`config.mk`:
```
export PLATFORM = sky130hd
export DESIGN_NAME = lcc_charge_ctrl
export DESIGN_NICKNAME = d
export VERILOG_FILES = /design/src/lcc_pkg.sv /design/src/lcc_charge_ctrl.sv /design/src/lcc_counter.sv
export SDC_FILE = /design/constraint.sdc
export NUM_CORES = 1
export LEC_CHECK = 0
export ABC_AREA = 1
export BUFFER_PORTS_ARGS = -buffer_cell sky130_fd_sc_hd__buf_4
export CAP_MARGIN = 20
export CORE_UTILIZATION = 42
export CTS_BUF_LIST = sky130_fd_sc_hd__clkbuf_8
export DETAILED_ROUTE_END_ITERATION = 12
export GPL_ROUTABILITY_DRIVEN = 0
export PLACE_DENSITY_LB_ADDON = 0.3
export RECOVER_POWER = 50
export SLEW_MARGIN = 25
export SYNTH_ARGS = -nofsm -noshare
export SYNTH_HDL_FRONTEND = slang
export SYNTH_SLANG_ARGS = --single-unit
```
`constraint.sdc`:
```
create_clock -name mclk -period 3 [get_ports mclk]
set_input_delay 0.15 -clock mclk [delete_from_list [all_inputs] [get_ports mclk]]
set_output_delay 0.15 -clock mclk [all_outputs]
set_load 0.005 [all_outputs]
```
`src/lcc_pkg.sv`:
```
// Package for the charge cycle sequencer: constants, states and carriers.
package lcc_pkg;

  // ----------------------------------------------------------------------
  // Timing
  // ----------------------------------------------------------------------
  localparam int unsigned CLK_MHZ        = 125;
  localparam int unsigned SOFT_START_US  = 180;
  localparam int unsigned SOFT_START_CYC = SOFT_START_US * CLK_MHZ;
  localparam int unsigned FILTER_MS      = 2;
  localparam int unsigned FILTER_CYC     = FILTER_MS * 1000 * CLK_MHZ;
  // Slow oscillator tick period in cycles (1 ms at 125 MHz).
  localparam int unsigned TICK_CYC       = 125000;
  localparam int unsigned TICKS_PER_MS   = 1;
  // 2 Hz blink: 500 ms period, split in quarters of 125 ms.
  localparam int unsigned BLINK_QTR_MS   = 125;
  // Hour-scale timers in ms ticks.
  localparam int unsigned FULL_TIME_MS   = 16200000; // 4.5 hours
  localparam int unsigned RECHG_TIME_MS  = 8100000;  // 2.25 hours
  localparam int unsigned DEFECT_TIME_MS = 4050000;  // 1.125 hours
  localparam int unsigned SOFT_W         = 15;
  localparam int unsigned TIMER_W        = 24;
  localparam int unsigned FILT_W         = 18;

  // ----------------------------------------------------------------------
  // Current command
  // ----------------------------------------------------------------------
  localparam int unsigned   CUR_W     = 8;
  localparam logic [7:0]    CUR_FULL  = 8'hff;
  localparam logic [7:0]    CUR_TRKL  = 8'h1a; // one tenth of full scale

  // ----------------------------------------------------------------------
  // States and carriers
  // ----------------------------------------------------------------------
  typedef enum logic [2:0] {
    LCC_OFF     = 3'b000,
    LCC_CHARGE  = 3'b001,
    LCC_HOLD    = 3'b101,
    LCC_DONE    = 3'b011,
    LCC_DEFECT  = 3'b110
  } lcc_state_e;

  typedef enum logic [1:0] {
    LCC_ST_OPEN  = 2'b00,
    LCC_ST_LOW   = 2'b01,
    LCC_ST_P75   = 2'b11,
    LCC_ST_P25   = 2'b10
  } lcc_stat_e;

  typedef struct packed {
    logic supply_lockout_ok; // supply above lockout
    logic supply_above_bat;  // supply 82 mV above battery
    logic bat_low;           // battery below 2.9 V
    logic bat_below_rechg;   // battery below 4.1 V
    logic ntc_hot;
    logic ntc_cold;
    logic ntc_grounded;
    logic below_c10;         // current under one tenth
    logic cv_mode;           // constant-voltage loop active
    logic droop_limit;       // input_droop_current_limit active
  } lcc_cmp_s;

endpackage : lcc_pkg

```
`src/lcc_charge_ctrl.sv`:
```
// Charge cycle sequencer for a single-cell lithium-ion linear charger.
`timescale 1ns/1ps
module lcc_charge_ctrl
  import lcc_pkg::*;
(
  input  wire logic              mclk,
  input  wire logic              rst_b,
  input  wire logic              charger_enable_n,
  input  wire lcc_cmp_s          cmp_in,
  output logic                   charging,
  output logic                   trickle,
  output logic [CUR_W-1:0]       current_cmd,
  output logic                   temp_hold,
  output logic                   charge_status_n_o,
  output logic                   charge_status_n_oe
);

  // --------------------------------------------------------------------
  // Input synchronisers
  // --------------------------------------------------------------------
  logic [10:0] sync1;
  logic [10:0] sync2;

  always_ff @(posedge mclk) begin
    if (!rst_b) begin
      sync1 <= 11'h0ff;
      sync2 <= 11'h0ff;
    end else begin
      sync1 <= {charger_enable_n, cmp_in};
      sync2 <= sync1;
    end
  end

  logic     en_n;
  lcc_cmp_s cmp;
  assign en_n = sync2[10];
  assign cmp  = lcc_cmp_s'(sync2[9:0]);

  logic qualified;
  logic shutdown;
  logic ntc_bad;
  assign qualified = cmp.supply_lockout_ok && cmp.supply_above_bat;
  assign shutdown  = en_n || !qualified;
  assign ntc_bad   = !cmp.ntc_grounded && (cmp.ntc_hot || cmp.ntc_cold);

  // --------------------------------------------------------------------
  // Slow tick and blink phase
  // --------------------------------------------------------------------
  logic [16:0] tick_div;
  logic        tick;
  logic [6:0]  qtr_cnt;
  logic [1:0]  phase;

  always_ff @(posedge mclk) begin
    if (!rst_b || shutdown) begin
      tick_div <= '0;
      tick     <= 1'b0;
    end else if (tick_div == 17'(TICK_CYC - 1)) begin
      tick_div <= '0;
      tick     <= 1'b1;
    end else begin
      tick_div <= tick_div + 17'h1;
      tick     <= 1'b0;
    end
  end

  always_ff @(posedge mclk) begin
    if (!rst_b || shutdown) begin
      qtr_cnt <= '0;
      phase   <= '0;
    end else if (tick) begin
      if (qtr_cnt == 7'(BLINK_QTR_MS - 1)) begin
        qtr_cnt <= '0;
        phase   <= phase + 2'h1;
      end else begin
        qtr_cnt <= qtr_cnt + 7'h1;
      end
    end
  end

  // --------------------------------------------------------------------
  // Sequencer
  // --------------------------------------------------------------------
  lcc_state_e state;
  lcc_state_e next_state;
  logic       recharge;
  logic       start_cycle;
  logic       timer_zero;
  logic       defect_zero;
  logic       filt_zero;
  logic       soft_zero;
  logic       rechg_req;

  always_comb begin
    next_state  = state;
    start_cycle = 1'b0;
    unique case (state)
      LCC_OFF: begin
        if (!shutdown) begin
          next_state  = LCC_CHARGE;
          start_cycle = 1'b1;
        end
      end
      LCC_CHARGE: begin
        if (ntc_bad) begin
          next_state = LCC_HOLD;
        end else if (trickle && defect_zero) begin
          next_state = LCC_DEFECT;
        end else if (timer_zero) begin
          next_state = LCC_DONE;
        end else if (trickle && !cmp.bat_low) begin
          start_cycle = 1'b1;
        end
      end
      LCC_HOLD: begin
        if (!ntc_bad) begin
          next_state = LCC_CHARGE;
        end
      end
      LCC_DONE: begin
        if (rechg_req) begin
          next_state  = LCC_CHARGE;
          start_cycle = 1'b1;
        end
      end
      LCC_DEFECT: begin
        next_state = LCC_DEFECT;
      end
      default: begin
        next_state = LCC_OFF;
      end
    endcase
    if (shutdown) begin
      next_state  = LCC_OFF;
      start_cycle = 1'b0;
    end
  end

  always_ff @(posedge mclk) begin
    if (!rst_b) begin
      state <= LCC_OFF;
    end else begin
      state <= next_state;
    end
  end

  always_ff @(posedge mclk) begin
    if (!rst_b || shutdown) begin
      recharge <= 1'b0;
    end else if (state == LCC_DONE && rechg_req) begin
      recharge <= 1'b1;
    end
  end

  always_ff @(posedge mclk) begin
    if (!rst_b || shutdown) begin
      trickle <= 1'b0;
    end else if (start_cycle) begin
      trickle <= cmp.bat_low;
    end
  end

  // --------------------------------------------------------------------
  // Timers
  // --------------------------------------------------------------------
  logic             timer_load;
  logic [TIMER_W-1:0] timer_val;
  logic             run_tick;
  assign timer_load = (state == LCC_OFF) ||
                      (state == LCC_DONE && rechg_req);
  assign timer_val  = (state == LCC_DONE) ? TIMER_W'(RECHG_TIME_MS) :
                                            TIMER_W'(FULL_TIME_MS);
  assign run_tick   = tick && state == LCC_CHARGE;

  lcc_counter #(.W(TIMER_W)) u_term_timer (
    .mclk     (mclk),
    .rst_b    (rst_b),
    .load     (timer_load),
    .load_val (timer_val),
    .en       (run_tick),
    .zero     (timer_zero)
  );

  lcc_counter #(.W(TIMER_W)) u_defect_timer (
    .mclk     (mclk),
    .rst_b    (rst_b),
    .load     (start_cycle || state == LCC_OFF),
    .load_val (TIMER_W'(DEFECT_TIME_MS)),
    .en       (run_tick && trickle),
    .zero     (defect_zero)
  );

  // The recharge comparator must stay asserted for the whole filter window.
  lcc_counter #(.W(FILT_W)) u_rechg_filter (
    .mclk     (mclk),
    .rst_b    (rst_b),
    .load     (state != LCC_DONE || !cmp.bat_below_rechg),
    .load_val (FILT_W'(FILTER_CYC)),
    .en       (1'b1),
    .zero     (filt_zero)
  );
  assign rechg_req = filt_zero && cmp.bat_below_rechg;

  lcc_counter #(.W(SOFT_W)) u_soft_start (
    .mclk     (mclk),
    .rst_b    (rst_b),
    .load     (start_cycle),
    .load_val (SOFT_W'(SOFT_START_CYC)),
    .en       (state == LCC_CHARGE),
    .zero     (soft_zero)
  );

  // --------------------------------------------------------------------
  // Current command with soft-start ramp
  // --------------------------------------------------------------------
  logic [CUR_W-1:0] target;
  logic [7:0]       ramp_div;
  assign target = trickle ? CUR_TRKL : CUR_FULL;

  always_ff @(posedge mclk) begin
    if (!rst_b || shutdown || start_cycle) begin
      ramp_div <= '0;
    end else if (ramp_div == 8'(SOFT_START_CYC / 256 - 1)) begin
      ramp_div <= '0;
    end else begin
      ramp_div <= ramp_div + 8'h1;
    end
  end

  // Decided on the next state so that no current is commanded in hold.
  always_ff @(posedge mclk) begin
    if (!rst_b || next_state != LCC_CHARGE || start_cycle) begin
      current_cmd <= '0;
    end else if (soft_zero || current_cmd >= target) begin
      current_cmd <= target;
    end else if (ramp_div == '0) begin
      current_cmd <= current_cmd + CUR_W'(1);
    end
  end

  always_ff @(posedge mclk) begin
    if (!rst_b) begin
      charging  <= 1'b0;
      temp_hold <= 1'b0;
    end else begin
      charging  <= (next_state == LCC_CHARGE);
      temp_hold <= (next_state == LCC_HOLD);
    end
  end

  // --------------------------------------------------------------------
  // Status pin
  // --------------------------------------------------------------------
  lcc_stat_e stat;
  always_comb begin
    stat = LCC_ST_OPEN;
    unique case (state)
      LCC_CHARGE: begin
        if (!cmp.below_c10 || (cmp.droop_limit && !cmp.cv_mode)) begin
          stat = LCC_ST_LOW;
        end else begin
          stat = LCC_ST_OPEN;
        end
      end
      LCC_HOLD:   stat = LCC_ST_P25;
      LCC_DEFECT: stat = LCC_ST_P75;
      LCC_DONE:   stat = LCC_ST_OPEN;
      LCC_OFF:    stat = LCC_ST_OPEN;
      default:    stat = LCC_ST_OPEN;
    endcase
  end

  // Open-drain: output level is always low, only the enable moves.
  always_ff @(posedge mclk) begin
    if (!rst_b) begin
      charge_status_n_o  <= 1'b0;
      charge_status_n_oe <= 1'b0;
    end else begin
      charge_status_n_o <= 1'b0;
      unique case (stat)
        LCC_ST_LOW:  charge_status_n_oe <= 1'b1;
        LCC_ST_P75:  charge_status_n_oe <= (phase != 2'h3);
        LCC_ST_P25:  charge_status_n_oe <= (phase == 2'h0);
        LCC_ST_OPEN: charge_status_n_oe <= 1'b0;
      endcase
    end
  end

  // --------------------------------------------------------------------
  // Assertions
  // --------------------------------------------------------------------
  AST_SHUTDOWN_OFF: assert property (@(posedge mclk) disable iff (!rst_b)
    shutdown |=> state == LCC_OFF)
    else $error("shutdown did not force the off state");
  AST_UNQUALIFIED: assert property (@(posedge mclk) disable iff (!rst_b)
    !qualified |=> !charging)
    else $error("charging without qualified supply");
  AST_TRICKLE_CUR: assert property (@(posedge mclk) disable iff (!rst_b)
    trickle && state == LCC_CHARGE |=> current_cmd <= CUR_TRKL)
    else $error("trickle current above one tenth");
  AST_DEFECT_BLINK: assert property (@(posedge mclk) disable iff (!rst_b)
    state == LCC_DEFECT && phase == 2'h3 && $stable(phase)
      |=> !charge_status_n_oe)
    else $error("defect blink pattern wrong");
  AST_TRICKLE_EXIT: assert property (@(posedge mclk) disable iff (!rst_b)
    state == LCC_CHARGE && trickle && !cmp.bat_low && !ntc_bad
      && !defect_zero && !timer_zero && !shutdown |=> !trickle)
    else $error("trickle did not restart");
  AST_LOW_IN_CYCLE: assert property (@(posedge mclk) disable iff (!rst_b)
    state == LCC_CHARGE && !cmp.below_c10 |=> charge_status_n_oe)
    else $error("status not low while charging");
  AST_OPEN_OFF: assert property (@(posedge mclk) disable iff (!rst_b)
    state == LCC_OFF |=> !charge_status_n_oe)
    else $error("status driven while disabled");
  AST_TIMER_END: assert property (@(posedge mclk) disable iff (!rst_b)
    state == LCC_CHARGE && timer_zero && !trickle && !ntc_bad && !shutdown
      |=> state == LCC_DONE ##1 !charge_status_n_oe)
    else $error("timer expiry did not end the cycle");
  AST_DROOP_LOW: assert property (@(posedge mclk) disable iff (!rst_b)
    state == LCC_CHARGE && cmp.droop_limit && !cmp.cv_mode
      |=> charge_status_n_oe)
    else $error("droop limiting released status");
  AST_RAMP_START: assert property (@(posedge mclk) disable iff (!rst_b)
    start_cycle |=> current_cmd == '0)
    else $error("ramp did not start at zero");
  AST_HOLD_FREEZE: assert property (@(posedge mclk) disable iff (!rst_b)
    state == LCC_HOLD |-> !run_tick && current_cmd == '0)
    else $error("hold did not freeze the cycle");
  AST_NTC_GND: assert property (@(posedge mclk) disable iff (!rst_b)
    cmp.ntc_grounded && state == LCC_CHARGE && !shutdown
      |=> state != LCC_HOLD)
    else $error("hold entered with thermistor grounded");

  COV_DONE:   cover property (@(posedge mclk) state == LCC_DONE);
  COV_DEFECT: cover property (@(posedge mclk) state == LCC_DEFECT);
  COV_HOLD:   cover property (@(posedge mclk) state == LCC_HOLD);
  COV_RECHG:  cover property (@(posedge mclk) recharge && charging);

endmodule : lcc_charge_ctrl

```
`src/lcc_counter.sv`:
```
// Loadable down counter with enable, used for every timer of the sequencer.
`timescale 1ns/1ps
module lcc_counter
  import lcc_pkg::*;
#(
  parameter int unsigned W = 8
) (
  input  wire logic         mclk,
  input  wire logic         rst_b,
  input  wire logic         load,
  input  wire logic [W-1:0] load_val,
  input  wire logic         en,
  output logic              zero
);
  logic [W-1:0] cnt;

  always_ff @(posedge mclk) begin
    if (!rst_b) begin
      cnt <= '0;
    end else if (load) begin
      cnt <= load_val;
    end else if (en && cnt != '0) begin
      cnt <= cnt - W'(1);
    end
  end

  assign zero = (cnt == '0);
endmodule : lcc_counter

```
==> flow_summary.toml, run 1 <==
[status]
status = "completed"

[yosys]
synth_top_area_share_pct = 39.45
synth.avg_cell_area_um2 = 6.907
yosysUniqueCellTypes = 43
syn-cell-area_mm2 = 0.007764
synth_edf_count = 0
synthArstFlopShare_pct = 0
yosysMostFrequentCell = "nand2_1"
synth_top_area_cell = "dfxtp_1"
yosys_warnings = 0
ys_seq_area_share_pct = 39.45
synth_common_cells = "nand2_1, nor2_1, dfxtp_1"
synthesis.nets = 1158
synth_seq_cells = 153
netlist_instances = 1124
synth_area_leaders = "dfxtp_1, nand2_1, nor2_1"
synthFlopType = "dfxtp_1"

[layout]
fillers = 1794
drive_above_1_share_pct = 9.168
syn_to_final_growth_pct = 11.94
nNetsFinal = 1200
diodes = 0
final_area_mm2 = 0.008691

[pwr]
ir_drop_uv = 393.1
power.density_mw_per_mm2 = 462.1
power.leakage_nw = 3.699

[route]
met3WireLength_um = 654
vias = 6874
dr.pass1.iters = 7
wl_met2_um = 7679
antenna_left = 0
wl_met1_um = 8118
drc = 0
wl_per_cell_um = 11.81
drt_wl_total_um = 16610
drt_iter0_drc = 470
drt-vias-per-instance = 4.886
top_layer_used = "met4"

[die]
rows = 49
dieArea_mm2 = 0.01903
coreArea_mm2 = 0.01802
start_util_pct = 43.07
fp.dieH_um = 138.0
die_w_um = 138.0
io_pins = 26

[timing]
hold_viol = 0
fin_crit_ns = 2.356
max_clock_freq_ghz = 0.4245
slew_violations = 0
finalCritPeriodShare_pct = 78.53
skew_ns = 0.01360
slew_headroom_pct = 9.348
setup_viol = 0
fin_tns_setup_ns = 0
worst-slew-pin-transition_ns = 1.360
timing.hold.ws_ns = 0.4127
rsz0062_at_grt = "no"

[clocking]
cts_inserted_buffers = 17
htreeDepth = 4
ctsResizeCount = 0
insertion_delay_ns = 0.45
clk_pin_slew_ns = 0.09
cts.sinks = 153
cts_tree = "done"
cts-root-buf = "clkbuf_8"
clockBufferDepth = 2

[flow_run]
drv_cap = 0

[global_route]
grt_pass1_wl_um = 27730
grt_pass1_vias = 6246
grt.total_usage_pct = 18.32
grt_max_degree = 45
grt_overflow = 0
antenna_found_initial = 0

[critical_path]
r2r_setup_slack_ns = 0.64
crit_path_end_kind = "flop"
worst_ep_arrival_time_ns = 2.74
critPathKind = "flop to flop"
crit_fanout = 16
required_ns = 3.38
start_kind = "flop"

[min_path]
hp-class = "flop to flop"

[placement]
placed_cell_area_mm2 = 0.008169
place_hpwl_um = 12110
port_buffers = 24
power by group:
group	total [mW]	switching, mW	internal [mW]
Clock	1.71	0.765	0.943
Sequential	2.10	0.0304	2.07
Combinational	0.210	0.124	0.0854
sequential cells by signal, indices dropped and copies added, names as in the netlist, 2 cells and up:
name and count:
sync2 11, u_defect_timer.cnt 24, ramp_div 8, current_cmd 8, u_term_timer.cnt 24, state 3
u_rechg_filter.cnt 18, sync1 11, phase 2, tick_div 17, u_soft_start.cnt 15, qtr_cnt 7
worst paths after layout:
path / start / endpoint / depth (start not counted)
min: sync1[8] / sync2[8] / 2
min reg2reg: sync1[8] / sync2[8] / 2
max reg2reg: u_rechg_filter.cnt[4] / u_defect_timer.cnt[1] / 12
max: u_rechg_filter.cnt[4] / u_defect_timer.cnt[1] / 12
routing by layer:
metal / vias up / global-route usage, %
met5: - / 0
met4: 0 / 5.616
met3: 16 / 4.130
met2: 125 / 30.31
met1: 3067 / 23.60
li1: 3666 / -
cells in the final DEF, fill, tap and decap left out, types with 26 or more instances in the layout:
| cell type | instances |
|---|---|
| nand2_1 | 218 |
| nand3_1 | 51 |
| nor3_1 | 32 |
| nor2_1 | 206 |
| nand4_1 | 31 |
| inv_1 | 150 |
| dfxtp_1 | 153 |
| a21oi_1 | 63 |
| o21ai_0 | 38 |
| xor2_1 | 26 |
cell type report:
cell class	instances	area, um2	area share (%)
repair buffers	36	290.3	3.340
clock inverters	12	176.4	2.030
flip-flops and latches	153	3063	35.24
multi-input cells	799	4016	46.21
well taps	229	286.5	3.297
inverters	159	596.8	6.867
clock buffers	19	261.5	3.009
critical path: stages (launching register included):
cell     delay, ns
dfxtp_1       0.43
nor2_1        0.09
nand2_1       0.20
nor2_1        0.11
nand3_1       0.19
nand2_4       0.12
inv_2         0.21
nand2_2       0.10
nand2_4       0.19
nand2_4       0.10
inv_2         0.15
nand2_2       0.18
a21oi_1       0.21
cell families after synthesis:
family	share of synthesized area [%]
simple gates	35.57
buf+inv	8.574
flops	39.45
compound gates	8.461
xor+xnor	4.513
fa+ha+maj	3.384
other cells	0.04830
timing repair:
item,CTS,global route
hold endpoints to repair,11,0
hold buffers,11,0
setup buffers,0,0
metrics by stage:
stage          setup slack, ns  instances  util [%]  power (mW)
2_1_floorplan            1.026       1124         -       2.289
3_3_place_gp            0.7483       1365     45.32       2.342
3_5_place_dp            0.6647       1365     45.32       2.344
4_1_cts                 0.6613       1407     48.36       4.067
5_1_grt                 0.2573       1407     48.22       4.191
6_report                0.6442       1407     48.22       4.016
(Power assumes the default switching activity.)
==> inputs of run 2 (changes only) <==
Clock period 3 ns to 2.3 ns, I/O delays scaled along.
==> run 2 against run 1 <==
Effect of this change: global-route usage rose by 0.37 points; combinational power rose by 34%; cell count rose by 0.85%; via count rose by 2.1%; critical endpoint is now u_term_timer.cnt[23].
==> flow_summary.toml, run 2 (synthesized netlist as in run 1, its figures left out) <==
[critical_path]
crit_fanout = 15
cp.depth = 11
required_ns = 2.69
worst_ep_arrival_time_ns = 2.46
path_cells = "nor2_1 > nand2_1 > nor2_4 > nand3_2 > nand2_2 > inv_2 > nor2_4 > inv_2 > nand2_2 > inv_1 > a21oi_1"
startpoint = "u_term_timer.cnt[6]"
crit_buf_inv = 3
start_kind = "flop"
r2r_start = "u_term_timer.cnt[6]"
cpPeakStageDelay_ns = 0.36
r2r-end = "u_term_timer.cnt[23]"
crit_end = "u_term_timer.cnt[23]"
r2r_setup_slack_ns = 0.22
reg2reg_depth = 11
crit_path_end_kind = "flop"
crit_slowest_cell = "dfxtp_1"
critPathTopFamily = "simple AND/OR/NAND/NOR gates"
critPathKind = "flop to flop"

[clocking]
cts_inserted_buffers = 17
insertion_delay_ns = 0.46
htreeDepth = 4
clk_pin_slew_ns = 0.09
cts-root-buf = "clkbuf_8"
clockBufferDepth = 2
cts.sinks = 153
cts_tree = "done"

[die]
coreArea_mm2 = 0.01802
start_util_pct = 43.07
fp.dieH_um = 138.0
dieArea_mm2 = 0.01903
die_w_um = 138.0
io_pins = 26
rows = 49

[route]
antenna_left = 0
dr.pass1.iters = 5
drc = 0
wl_per_cell_um = 11.90
vias = 7016
drt-vias-per-instance = 4.944
drt_iter0_drc = 346
drt_wl_total_um = 16890

[global_route]
grt.total_usage_pct = 18.69
grt_pass1_wl_um = 28290
grt.met1_usage_pct = 23.33
grt_max_degree = 45
grt_overflow = 0
use_met3_pct = 4.057
antenna_found_initial = 0
grt_pass1_vias = 6391
gr-usage-met2_pct = 31.78
busiest_layer = "met2"

[placement]
place_ws_ns = 0.1826
port_buffers = 24
placed_cell_area_mm2 = 0.008259
place_hpwl_um = 12390

[pwr]
power.leakage_nw = 3.748
switching_share_pct = 23.66
pwr-share-seq_pct = 53.1
power.clock.fraction_pct = 41.4
combPwrFrac_pct = 5.5
power.density_mw_per_mm2 = 587.3
p_int_mw = 3.933
switchingPower_mw = 1.219
ir_drop_uv = 632.5

[timing]
setup_viol = 0
rsz0062_at_grt = "no"
max_clock_freq_ghz = 0.4819
fin_crit_ns = 2.075
fin_tns_setup_ns = 0
setup_ws_ns = 0.2247
skew_ns = 0.01665
finalCritPeriodShare_pct = 90.23
slew_violations = 0
hold_viol = 0

[layout]
drive_above_1_share_pct = 10.42
layout_common_cells = "nand2_1, nor2_1, dfxtp_1"
syn_to_final_growth_pct = 12.99
final_area_mm2 = 0.008772
diodes = 0
reg.largest.list = "u_defect_timer.cnt (24), u_term_timer.cnt (24), u_rechg_filter.cnt (18)"
fillers = 1841
nNetsFinal = 1212
final_common_cell = "nand2_1"

[flow_run]
drv_cap = 0

[min_path]
hp-class = "input port to flop"

[status]
status = "completed"
run 2: through the flow:
| stage | power, mW | utilization [%] | std cells | hold WS (ns) |
|---|---|---|---|---|
| after floorplan | 2.985 | - | 1124 | 0.2126 |
| after global placement | 3.062 | 45.82 | 1377 | 0.3047 |
| after detailed placement | 3.063 | 45.82 | 1377 | 0.3017 |
| after CTS | 5.203 | 48.72 | 1419 | 0.07376 |
| after global routing | 5.367 | 48.67 | 1419 | 0.08049 |
| final | 5.152 | 48.67 | 1419 | 0.09379 |
run 2: worst min path at each step:
stage	end	slack (ns)	depth (start not counted)	from
floorplan	sync1[10]	0.21	2	charger_enable_n
finish	trickle	0.09	5	rst_b
detailed placement	sync1[10]	0.30	3	charger_enable_n
global placement	sync1[5]	0.30	2	cmp_in[5]
global route	trickle	0.08	5	rst_b
CTS	trickle	0.07	5	rst_b
run 2: layout make-up:
class                           instances  area [um2]  area share (%)
Clock buffer                           19       261.5           2.981
Clock inverter                         12       150.1           1.712
Inverter                              159       596.8           6.804
Multi-Input combinational cell        799        4041           46.07
Sequential cell                       153        3063           34.92
Tap cell                              229       286.5           3.266
Timing Repair Buffer                   48       372.9           4.250
run 2: power by group through the flow:
stage / clock network (mW) / registers, mW / logic, mW
floorplan: 0 / 2.79 / 0.199
global placement: 0 / 2.80 / 0.266
detailed placement: 0 / 2.80 / 0.267
CTS: 2.19 / 2.73 / 0.283
global route: 2.30 / 2.74 / 0.322
finish: 2.14 / 2.73 / 0.282
run 2: worst reg2reg max path: cells and delay by family (launching register included):
| family | cells | cell delay (ns) |
|---|---|---|
| buffers and inverters | 3 | 0.35 |
| DFF | 1 | 0.36 |
| and+or+nand+nor | 7 | 1.17 |
| AOI/OAI and AO/OA | 1 | 0.13 |
run 2: per-layer routing:
metal / part of all wire [%] / wire length [um]
met1: 48 / 8185
met3: 4.0 / 671
met2: 46 / 7825
met4: 1.2 / 211
met5: 0 / 0
run 2: timing repair:
item / CTS / global route
hold endpoints to repair: 11 / 0
buffers inserted: 0 / 0
resized for setup: 0 / 2
hold buffers: 11 / 0
endpoints found under the setup margin: 0 / 13
==> inputs of run 3 (changes only) <==
Settings changed: PLACE_DENSITY from default to 0.69, PLACE_DENSITY_LB_ADDON 0.3 to default, SLEW_MARGIN 25 to 5.
==> run 3 against run 2 <==
Effect of this change: via count decreased by 0.90%; setup slack worse by 0.018 ns; design area grew 0.46%; worst hold slack got worse by 0.033 ns; sequential share of layout area shrank 0.16 points; register-to-register slack lost 0.02 ns; fmax fell by 0.85%; clock skew barely moved; global-route usage fell by 0.12 points; wire length shrank 1.1%; the flow now finishes with violations (capacitance limit, slew limit); count of clock-buffer cells in the layout shrank 2; combinational power about the same.
==> flow_summary.toml, run 3 (synthesized netlist as in run 1, its figures left out) <==
[min_path]
hold_depth = 3
hp-class = "input port to flop"

[timing]
worst-slew-pin-transition_ns = 1.594
hold_viol = 0
fin_crit_ns = 2.093
slew_violations = 36
max_clock_freq_ghz = 0.4777
setup_viol = 0
skew_ns = 0.01639
slew_headroom_pct = -6.269
finalCritPeriodShare_pct = 91.01
fin_tns_setup_ns = 0
timing.hold.ws_ns = 0.06061
rsz0062_at_grt = "no"

[critical_path]
crit_buf_inv = 2
critPathTopFamily = "simple AND/OR/NAND/NOR gates"
start_kind = "flop"
cp.depth = 13
path_cells = "inv_1 > ha_1 > nand2_1 > nor2_1 > nand3_1 > nand2_2 > inv_2 > nand3b_2 > nor2_1 > nand2_1 > nand2_1 > nor2_1 > nor2_1"
crit_slowest_cell = "dfxtp_1"
reg2reg_depth = 13
cpPeakStageDelay_ns = 0.35
crit_path_end_kind = "flop"
critPathKind = "flop to flop"
crit_path_frequent_cell = "nor2_1"
required_ns = 2.58
crit_fanout = 9
worst_ep_arrival_time_ns = 2.38

[route]
drt_wl_total_um = 16710
dr.pass1.iters = 5
antenna_left = 0
vias = 6953
drt-vias-per-instance = 4.879
wl_per_cell_um = 11.73
drc = 0
drt_iter0_drc = 390

[die]
coreArea_mm2 = 0.01802
rows = 49
io_pins = 26
fp.dieH_um = 138.0
dieArea_mm2 = 0.01903
start_util_pct = 43.07
die_w_um = 138.0

[layout]
reg.largest.list = "u_defect_timer.cnt (24), u_term_timer.cnt (24), u_rechg_filter.cnt (18)"
drive_above_1_share_pct = 10.28
diodes = 0
layout_common_cells = "nand2_1, nor2_1, dfxtp_1"
final_common_cell = "nand2_1"
nNetsFinal = 1217
syn_to_final_growth_pct = 13.51

[clocking]
insertion_delay_ns = 0.46
cts.sinks = 153
cts_inserted_buffers = 17
clockBufferDepth = 2
cts_tree = "done"
htreeDepth = 4
cts-root-buf = "clkbuf_8"
clk_pin_slew_ns = 0.09

[global_route]
grt_overflow = 0
grt_pass1_wl_um = 28070
grt_pass1_vias = 6390
grt_max_degree = 36
antenna_found_initial = 0
grt.total_usage_pct = 18.57

[placement]
place_hpwl_um = 12040
port_buffers = 24

[flow_run]
drv_cap = 1

[status]
violations = "capacitance limit, slew limit"
status = "finished with violations"

[pwr]
ir_drop_uv = 417.2
power.density_mw_per_mm2 = 594.7
power.leakage_nw = 3.775
-- run 3: cell count changes in the layout (fill, tap and decap cells not counted), moves of 2 or more --
cell,delta
nor2_2,-3
clkbuf_8,-2
buf_4,+10
inv_6,+2
clkbuf_4,-6
inv_2,-2
nor2_1,+3
inv_1,+2
-- run 3: tightest hold or removal path: cells and delay by family --
| family | cells | cell delay, ns |
|---|---|---|
| buffers and inverters | 2 | 0.29 |
| AO/OA/AOI/OAI | 1 | 0.06 |
-- run 3: power by group --
part | internal, mW | switching (mW)
registers | 2.70 | 0.0367
logic | 0.118 | 0.166
clock network | 1.18 | 1.04
total | 4.00 | 1.24
-- run 3: path summary, 6_finish.rpt --
check,end,start,slack (ns)
max,u_defect_timer.cnt[19],u_defect_timer.cnt[0],0.21
min,u_term_timer.cnt[22],rst_b,0.06
max reg2reg,u_defect_timer.cnt[19],u_defect_timer.cnt[0],0.21
min reg2reg,sync2[9],sync1[9],0.42
-- run 3: final cells by class --
cell class              count  area, um2
inverters                 159      596.8
multi-input cells         799       4029
well taps                 229      286.5
clock buffers              17      234.0
repair buffers             53      406.6
flip-flops and latches    153       3063
clock inverters            15      196.4
fillers                  1805       9213
-- run 3: repair_timing --
action / in CTS / in global routing
endpoints found under the hold margin: 11 / 0
hold buffers: 11 / 0
setup endpoints to repair: 0 / 4
resized for setup: 0 / 1
setup buffers: 0 / 2
-- run 3: metrics by stage --
| step | area [um2] | util (%) | power [mW] | setup WS (ns) | std cells |
|---|---|---|---|---|---|
| 4_1_cts | 8822 | 48.94 | 5.312 | 0.1755 | 1423 |
| 3_5_place_dp | 8282 | 45.95 | 3.064 | 0.1875 | 1380 |
| 6_report | 8812 | 48.89 | 5.240 | 0.2068 | 1425 |
| 3_3_place_gp | 8282 | 45.95 | 3.061 | 0.2118 | 1380 |
| 5_1_grt | 8812 | 48.89 | 5.468 | 0.02756 | 1425 |
| 2_1_floorplan | 7764 | - | 2.985 | 0.3264 | 1124 |
-- run 3: metal layers --
metal	track usage (%)	vias up	wire, um
li1	-	3690	-
met1	22.53	3128	8039
met2	31.64	122	7804
met3	5.154	13	700
met4	5.797	0	168
met5	0	-	0
